===== config.mk =====
export PLATFORM = sky130hd
export DESIGN_NAME = asbp_host_ctrl
export DESIGN_NICKNAME = d
export VERILOG_FILES = /design/src/hdl/asbp_phase_timer.v /design/src/hdl/asbp_host_ctrl.v
export VERILOG_INCLUDE_DIRS = /design/src /design/src/hdl
export SDC_FILE = /design/constraint.sdc
export NUM_CORES = 1
export LEC_CHECK = 0
export BUFFER_PORTS_ARGS = -buffer_cell sky130_fd_sc_hd__buf_2
export CORE_MARGIN = 2
export CORE_UTILIZATION = 49
export DETAILED_ROUTE_END_ITERATION = 8
export PLACE_DENSITY = 0.79
export SLEW_MARGIN = 5
export SYNTH_ARGS = -nofsm -noshare
export SYNTH_HDL_FRONTEND = slang
export SYNTH_SLANG_ARGS = --single-unit

===== constraint.sdc =====
create_clock -name clk_in -period 2.5 [get_ports clk_in]
set_input_delay 0 -clock clk_in [delete_from_list [all_inputs] [get_ports clk_in]]
set_output_delay 0 -clock clk_in [all_outputs]
set_load 0.02 [all_outputs]

===== src/hdl/asbp_defines.vh =====
// Constants for the host-side controller of the byte-wide static RAM port.
`ifndef ASBP_DEFINES_VH
`define ASBP_DEFINES_VH

// Geometry: eleven location lines, one byte per location.
`define ASBP_ADDR_W     11
`define ASBP_DATA_W     8

// Clock rate in kHz and the chosen phase lengths in nanoseconds.
`define ASBP_CLK_KHZ    20000
`define ASBP_SETUP_NS   50
`define ASBP_PULSE_NS   150
`define ASBP_HOLD_NS    50
`define ASBP_ACCESS_NS  200

// Least times round up to whole cycles of the 50 ns clock.
`define ASBP_NS2CYC(ns) ((((ns) * `ASBP_CLK_KHZ) + 999999) / 1000000)
`define ASBP_SETUP_CYC  `ASBP_NS2CYC(`ASBP_SETUP_NS)
`define ASBP_PULSE_CYC  `ASBP_NS2CYC(`ASBP_PULSE_NS)
`define ASBP_HOLD_CYC   `ASBP_NS2CYC(`ASBP_HOLD_NS)
`define ASBP_ACCESS_CYC `ASBP_NS2CYC(`ASBP_ACCESS_NS)

// Width of the phase counter.
`define ASBP_CNT_W      4
`define ASBP_CNT_ZERO   4'h0

`endif


===== src/hdl/asbp_phase_timer.v =====
// Down counter that times each phase of a memory cycle.
`timescale 1ns/1ps
`include "asbp_defines.vh"

module asbp_phase_timer (
  input  wire                     clk_in,
  input  wire                     rst_in,
  input  wire                     load_in,
  input  wire [`ASBP_CNT_W-1:0]   count_in,
  output wire                     done_out
);

  reg [`ASBP_CNT_W-1:0] cnt_ff;
  reg [`ASBP_CNT_W-1:0] nxt_cnt;

  // A load starts a phase; the count then falls to zero and stops there.
  always @* begin
    nxt_cnt = cnt_ff;
    if (load_in) begin
      nxt_cnt = count_in;
    end else if (cnt_ff != `ASBP_CNT_ZERO) begin
      nxt_cnt = cnt_ff - 4'h1;
    end
  end

  always @(posedge clk_in) begin
    if (rst_in) begin
      cnt_ff <= `ASBP_CNT_ZERO;
    end else begin
      cnt_ff <= nxt_cnt;
    end
  end

  // Done is seen in the cycle the count reaches one, so a phase loaded with N lasts N cycles.
  // It is not gated by the load, because the sequencer loads on done and would form a loop.
  assign done_out = (cnt_ff == 4'h1);

endmodule


===== src/hdl/asbp_host_ctrl.v =====
// Host controller that runs read and write cycles on an asynchronous byte-wide static RAM.
//
// How it works
// - Read: select, output enable low, write high.
// - Data stored when first strobe rises.
// - Address stable across whole write pulse.
// - Output enable from read, write from write.
`timescale 1ns/1ps
`include "asbp_defines.vh"

module asbp_host_ctrl (
  input  wire                     clk_in,
  input  wire                     rst_in,
  input  wire                     req_valid_in,
  input  wire                     req_write_in,
  input  wire [`ASBP_ADDR_W-1:0]  req_addr_in,
  input  wire [`ASBP_DATA_W-1:0]  req_wdata_in,
  output wire                     req_ready_out,
  output reg                      rsp_valid_out,
  output reg  [`ASBP_DATA_W-1:0]  rsp_rdata_out,
  output reg  [`ASBP_ADDR_W-1:0]  location_lines_out,
  output reg                      chip_sel_n_out,
  output reg                      write_n_out,
  output reg                      out_en_n_out,
  input  wire [`ASBP_DATA_W-1:0]  data_in,
  output reg  [`ASBP_DATA_W-1:0]  data_out,
  output reg                      data_oe_n_out
);

  // Cycle shapes, counted in clock edges from the edge that takes the request:
  //   Read : edge 0 drives the address with select and output enable low; the bus
  //          is sampled at edge 4, where both strobes lift and the answer pulses.
  //   Write: edge 0 drives address and data with both strobes high; edge 1 drops
  //          select and write together; edge 4 lifts write while select, address
  //          and data still stand; edge 5 lifts select, frees the bus and answers.
  // Dropping both strobes on one edge keeps the device drivers off for the whole
  // write, so the bus never carries two drivers. The price is one setup cycle
  // ahead of every write, which a read does not pay.
  //
  // Phase states: a read needs one timed phase, a write needs three.
  localparam [2:0] ST_IDLE  = 3'h0;
  localparam [2:0] ST_SETUP = 3'h1;
  localparam [2:0] ST_PULSE = 3'h2;
  localparam [2:0] ST_HOLD  = 3'h3;
  localparam [2:0] ST_READ  = 3'h4;

  // Sequencer state, the kind of cycle in flight and the phase timer handshake.
  reg [2:0]              state_ff;
  reg [2:0]              nxt_state;
  reg                    is_write_ff;
  reg                    nxt_is_write;
  reg                    load;
  reg [`ASBP_CNT_W-1:0]  load_cnt;
  wire                   phase_done;
  wire                   cycle_end;

  // Converts a cycle count from the header to the counter width.
  function [`ASBP_CNT_W-1:0] cyc;
    input integer n;
    begin
      cyc = n[`ASBP_CNT_W-1:0];
    end
  endfunction

  // One shared timer serves every phase, since only one phase runs at a time.
  asbp_phase_timer u_timer (
    .clk_in   (clk_in),
    .rst_in   (rst_in),
    .load_in  (load),
    .count_in (load_cnt),
    .done_out (phase_done)
  );

  // A new request is only taken while the port is idle.
  assign req_ready_out = (state_ff == ST_IDLE);

  // The last phase of either kind of cycle is ending in this cycle.
  assign cycle_end = phase_done && ((state_ff == ST_READ) || (state_ff == ST_HOLD));

  // Phase sequencing for one cycle at a time.
  always @* begin
    nxt_state    = state_ff;
    nxt_is_write = is_write_ff;
    load         = 1'b0;
    load_cnt     = `ASBP_CNT_ZERO;
    case (state_ff)
      ST_IDLE: begin
        // Only here is a request taken; its first phase is loaded on the same edge.
        if (req_valid_in) begin
          nxt_is_write = req_write_in;
          load         = 1'b1;
          if (req_write_in) begin
            nxt_state = ST_SETUP;
            load_cnt  = cyc(`ASBP_SETUP_CYC);
          end else begin
            nxt_state = ST_READ;
            load_cnt  = cyc(`ASBP_ACCESS_CYC);
          end
        end
      end
      ST_SETUP: begin
        // Address and data settle for one phase with both strobes still high.
        if (phase_done) begin
          nxt_state = ST_PULSE;
          load      = 1'b1;
          load_cnt  = cyc(`ASBP_PULSE_CYC);
        end
      end
      ST_PULSE: begin
        // Both strobes stay low for the whole pulse phase.
        if (phase_done) begin
          nxt_state = ST_HOLD;
          load      = 1'b1;
          load_cnt  = cyc(`ASBP_HOLD_CYC);
        end
      end
      ST_HOLD: begin
        // Select lifts at the end of recovery, which closes a write cycle.
        if (phase_done) begin
          nxt_state = ST_IDLE;
        end
      end
      ST_READ: begin
        // The access window is timed from the edge that dropped select.
        if (phase_done) begin
          nxt_state = ST_IDLE;
        end
      end
      default: begin
        nxt_state = ST_IDLE;
      end
    endcase
  end

  // State register; a write keeps its kind until the next request is taken.
  always @(posedge clk_in) begin
    if (rst_in) begin
      state_ff    <= ST_IDLE;
      is_write_ff <= 1'b0;
    end else begin
      state_ff    <= nxt_state;
      is_write_ff <= nxt_is_write;
    end
  end

  // Pin drivers come straight from flip-flops so strobes carry no decode glitches.
  // Reset parks every strobe high and frees the bus, so the device sits in standby.
  always @(posedge clk_in) begin
    if (rst_in) begin
      location_lines_out <= {`ASBP_ADDR_W{1'b0}};
      chip_sel_n_out     <= 1'b1;
      write_n_out        <= 1'b1;
      out_en_n_out       <= 1'b1;
      data_out           <= {`ASBP_DATA_W{1'b0}};
      data_oe_n_out      <= 1'b1;
    end else begin
      case (nxt_state)
        ST_IDLE: begin
          chip_sel_n_out <= 1'b1;
          write_n_out    <= 1'b1;
          out_en_n_out   <= 1'b1;
          data_oe_n_out  <= 1'b1;
        end
        ST_SETUP: begin
          // Address and data settle before any strobe falls; output enable stays high.
          location_lines_out <= req_addr_in;
          data_out           <= req_wdata_in;
          data_oe_n_out      <= 1'b0;
          out_en_n_out       <= 1'b1;
          chip_sel_n_out     <= 1'b1;
          write_n_out        <= 1'b1;
        end
        ST_PULSE: begin
          // Both strobes fall together so the device never turns its drivers on.
          chip_sel_n_out <= 1'b0;
          write_n_out    <= 1'b0;
        end
        ST_HOLD: begin
          // Write rises first; select, address and data stay put through recovery.
          write_n_out <= 1'b1;
        end
        ST_READ: begin
          if (state_ff == ST_IDLE) begin
            location_lines_out <= req_addr_in;
          end
          chip_sel_n_out <= 1'b0;
          write_n_out    <= 1'b1;
          out_en_n_out   <= 1'b0;
          data_oe_n_out  <= 1'b1;
        end
        default: begin
          chip_sel_n_out <= 1'b1;
        end
      endcase
    end
  end

  // The answer pulses once as a cycle ends. A read byte is sampled on the edge that
  // lifts the strobes, so it is taken while the device still drives it; a write
  // answer carries no byte and leaves the last read byte in place.
  always @(posedge clk_in) begin
    if (rst_in) begin
      rsp_valid_out <= 1'b0;
      rsp_rdata_out <= {`ASBP_DATA_W{1'b0}};
    end else begin
      rsp_valid_out <= cycle_end;
      if (cycle_end && !is_write_ff) begin
        rsp_rdata_out <= data_in;
      end
    end
  end

endmodule


Word-level counts from Yosys, hierarchy flattened. Cells that the tools add are included.

Logic and storage cells: 64. Flip-flop bits (word level): 40. Input port bits: 31.

Multiplexer cells: 22. Eq/ne operators: 10. Reductions and logical operators: 20. Add/subtract/negate cells: 1.

Operators by type and width (count): one-hot mux 11 bit (2 select lines) (1); two-way mux 3 bit (7); == test 3 x 2 -> 1 bit, second input constant (4); one-hot mux 3 bit (4 select lines) (1); two-way mux 11 bit (1); one-hot mux 1 bit (2 select lines) (5); nonzero test 2 bit (5); OR reduction 2 bit (5); one-hot mux 3 bit (3 select lines) (1); two-way mux 4 bit (2); == test 3 x 1 -> 1 bit, second input constant (2); == test 3 bit, second input constant (2); zero test 3 bit (2); == test 4 x 1 -> 1 bit, second input constant (1); AND reduction 2 bit (2); nonzero test 4 bit (1); OR reduction 4 bit (1); subtractor 4 x 1 -> 4 bit, second input constant (1); two-way mux 1 bit (3); logical AND 1 bit (2); two-way mux 2 bit (1); inequality test 2 bit, second input constant (1); zero test 1 bit (1); logical OR 1 bit (1).

Longest topological paths before layout.
Depth in word-level cells: 6. Depth in mapped cells: 8. Mapped depth without buffers: 6.

By module. From an unflattened synthesis, not the netlist that was laid out.

Cell total of the unflattened synthesis: 210. Area total of the unflattened synthesis: 1944.4 um^2.

Modules (own cells, without submodules): asbp_host_ctrl (cells an instance 183, times used 1, area an instance 1697.9 um^2); asbp_phase_timer (cells an instance 27, times used 1, area an instance 246.5 um^2).

Worst setup path before layout. No wires, ideal clock.

Kind: reg-to-reg. Start: reg u_timer.cnt_ff[1]. End: reg rsp_rdata_out[0]. Cell stages (with the launch flop): 9. Data required time: 2.372 ns. Setup time: 0.128 ns. Data arrival time: 1.582 ns. Setup slack: 0.790 ns. Cells stage by stage: dfxtp_1 -> inv_1 -> ha_1 -> or3b_1 -> buf_6 -> a211o_1 -> buf_6 -> mux2i_1 -> nor2_1.

Longest elaborated chain between the ends: 3.

RTL lines: from (decl) (RTL line asbp_phase_timer.v:13) `` reg [`ASBP_CNT_W-1:0] cnt_ff; ``; from (signal assigned) (RTL line asbp_phase_timer.v:28) `` cnt_ff <= `ASBP_CNT_ZERO; ``; from (signal assigned) (RTL line asbp_phase_timer.v:30) `cnt_ff <= nxt_cnt;`; == test 4 x 1 -> 1 bit (RTL line asbp_phase_timer.v:36) `assign done_out = (cnt_ff == 4'h1);`; logical AND 1 bit (RTL line asbp_host_ctrl.v:78) `assign cycle_end = phase_done && ((state_ff == ST_READ) || (state_ff == ST_HOLD));`; logical AND 1 bit (RTL line asbp_host_ctrl.v:207) `if (cycle_end && !is_write_ff) begin`; to (signal assigned) (RTL line asbp_host_ctrl.v:204) `` rsp_rdata_out <= {`ASBP_DATA_W{1'b0}}; ``; to (signal assigned) (RTL line asbp_host_ctrl.v:208) `rsp_rdata_out <= data_in;`; to (decl) (RTL line asbp_host_ctrl.v:20) `` output reg [`ASBP_DATA_W-1:0] rsp_rdata_out, ``.

Every way passes these cells. A chain may end at the register's enable or synchronous reset.

Worst setup path after layout.
Start: reg u_timer.cnt_ff[1]. End: reg rsp_rdata_out[1].

The elaborated chain is that of the path after synthesis.

==> out/metrics.cfg <==
[run_status]
status=finished, final reports clean

[floorplan]
start_util_pct=50.3
dieWidth_um=65.1
fp.dieH_um=65.1
core_area_um2=3630
dieArea_um2=4240
num_rows=22
ioPinCount=64

[logic_synthesis]
synth_edf_count=0
synth_cell_types=45
syn_nets=225
yosys_warnings=0
ys_async_sr_fraction_pct=0
synth_top_flop_cell=dfxtp_1
syn_area_um2=1830
synth.ff_latch_count=40
synthCells=191
ys_seq_area_share_pct=43.8
postSynthAreaPerCell_um2=9.58

[pwr]
p_leak_nw=1.22
power_w=0.00213
vdd_drop_max_uv=671
p_per_area_nw_per_um2=835

[route]
route.detailed.drc=0
wirelength_um=4470
drt-pass1-iter-count=4
routed_via_density=5.27
detail-route-antenna-nets=0
drtIter0Drc=59
wl_per_cell_um=13.6
vias=1727

[setup_path]
regToRegSetupSlack_ps=460
reg2reg_from=u_timer.cnt_ff[1]
start_kind=register
path_max_fanout=8
path_depth=6
worstPathArrival_ps=2200
slowest_stage=or3b_1
r2r_end=rsp_rdata_out[1]
path_buf_inv=1
cpPeakStageDelay_ps=500
rr_worst_depth=6
worst-endpoint-required_ps=2660
critPathTopFamily=simple AND/OR/NAND/NOR gates
path_cells=inv_1 > ha_1 > or3b_1 > a211o_1 > mux2i_1 > nor2_1
critPathCaptureType=register
path_class=reg -> reg

[sta]
fin_tns_setup_ps=0
skew_ps=5.46
grt_setup_unrepaired=no
worst_pin_slew_ps=678
final-hold-violation-count=0
fmax_mhz=491
slew_headroom_pct=54.8
setup_viol_count_final=0
whs_ps=86.5
period_share_pct=81.5
final.setup.worst_slack_ps=462
layout_min_cycle_time_ps=2040
slew_viol_final=0

[clock_network]
cts_post_setup_buffers_inserted=0
cts_tree=yes
cts_root_buf=clkbuf_8
clk_transition_reported_paths_ps=80
htree_levels=2
cts.path.max_buffers=2
ctsResizeCount=0
cts_sinks=40
cts_buffers=5
ctsHoldBuffers=28
clk_latency_ps=300

[min_path]
hold_depth=3
worstHoldEndpoint=u_timer.cnt_ff[2]
hold_start=req_valid_in
hold_path.class=in -> reg

[final_layout]
syn2layout_area_growth_pct=39.4
drive_gt1_share_pct=30.4
diodes=0
final_net_count=313

[global_routing]
grt_overflow=0
track_usage_pct=22.5
grt_pass1_wl_um=7410
antenna_found_initial=0
grt_max_degree=38
grt_pass1_vias=1713

[place]
post-place-ws_ps=533
port_buffers=63
gp_congestion=0.848
dp.final_hpwl_um=2750

[flow_run]
drv_cap=0

[cell usage in the layout (no fill, tap or decap), types with 2 or more instances in the layout]
cell,count
or3b_1,2
a221oi_2,2
a21oi_1,10
dlygate4sd3_1,28
o31ai_1,3
xnor2_1,2
and3_1,2
mux2i_1,23
inv_1,7
o211ai_1,2
a22oi_1,2
buf_4,2
nand3_1,9
dfxtp_1,40
ha_1,3
nor2_1,26
o21ai_0,10
nor3_1,4
clkbuf_8,5
nand2_1,6
or3_1,2
buf_2,63
nand3b_1,2
[tightest hold or removal path: stages]
cell and delay [ps]:
buf_2 160, nand3b_1 120, a221oi_2 60
[power by group]
| group | leakage [nW] | switching, W | internal [W] |
|---|---|---|---|
| clock | 0.0548 | 0.000244 | 0.000301 |
| combinational | 0.840 | 0.000428 | 0.000355 |
| sequential | 0.328 | 0.0000759 | 0.000725 |
| total | 1.22 | 0.000747 | 0.00138 |
[worst max path at each step]
stage | startpoint | end | slack, ps
after floorplan | u_timer.cnt_ff[1] | rsp_rdata_out[0] | 790
after global placement | u_timer.cnt_ff[1] | rsp_rdata_out[0] | 610
after detailed placement | u_timer.cnt_ff[1] | rsp_rdata_out[7] | 530
after CTS | u_timer.cnt_ff[1] | rsp_rdata_out[7] | 520
after global routing | u_timer.cnt_ff[1] | rsp_rdata_out[1] | 310
final | u_timer.cnt_ff[1] | rsp_rdata_out[1] | 460
[logic make-up (layout without fill, tap and decap cells)]
family / Yosys count / in the layout / share of synthesized area, %
simple gates: 62 / 62 / 18.3
compound gates: 40 / 40 / 16.3
flops: 40 / 40 / 43.8
mux: 24 / 24 / 13.2
buf+inv: 19 / 108 / 4.99
fa+ha+maj: 3 / 3 / 2.05
xor+xnor: 3 / 3 / 1.44
[sequential cells by signal, summed over array words and instances (netlist names)]
register and count:
location_lines_out 11, data_out 8, rsp_rdata_out 8, u_timer.cnt_ff 4, state_ff 3, chip_sel_n_out 1, data_oe_n_out 1, is_write_ff 1
out_en_n_out 1, rsp_valid_out 1, write_n_out 1
[layer usage]
layer	routed length, um	GRT usage [%]	vias to the layer above
li1	-	-	860
met1	1900	26.4	800
met2	2250	39.4	58
met3	239	5.65	9
met4	89	8.59	0
met5	0	0	-
[Yosys cell counts, types with 2 or more instances]
cell | number | share of area [%]
clkbuf_1 | 8 | 1.6
inv_1 | 7 | 1.4
a22oi_1 | 2 | 0.82
mux2i_1 | 23 | 13
a221oi_2 | 2 | 1.6
nor2_1 | 26 | 5.3
and3_1 | 2 | 0.68
buf_6 | 2 | 1.2
ha_1 | 3 | 2.1
xnor2_1 | 2 | 0.96
o31ai_1 | 3 | 1.2
o21ai_0 | 10 | 2.7
o211ai_1 | 2 | 0.82
nand3_1 | 9 | 2.5
nor3_1 | 4 | 1.1
or3b_1 | 2 | 0.96
a21oi_1 | 10 | 2.7
nand3b_1 | 2 | 0.82
dfxtp_1 | 40 | 44
or3_1 | 2 | 0.68
nand2_1 | 6 | 1.2
[cell type report]
| type | instances | area (um^2) |
|---|---|---|
| clock inverter | 3 | 46.3 |
| tap | 48 | 60.1 |
| clock buffer | 5 | 68.8 |
| timing repair buffer | 93 | 611 |
| fill | 299 | 1080 |
| multi-input combinational | 132 | 937 |
| sequential | 40 | 801 |
| inverter | 7 | 26.3 |
[through the flow]
step	instances	instance area, um^2	utilization, %
floorplan	191	1830	-
global placement	292	2150	59.3
detailed placement	292	2150	59.3
CTS	328	2550	70.2
global route	328	2550	70.2
finish	328	2550	70.2
(Power assumes the default switching activity.)
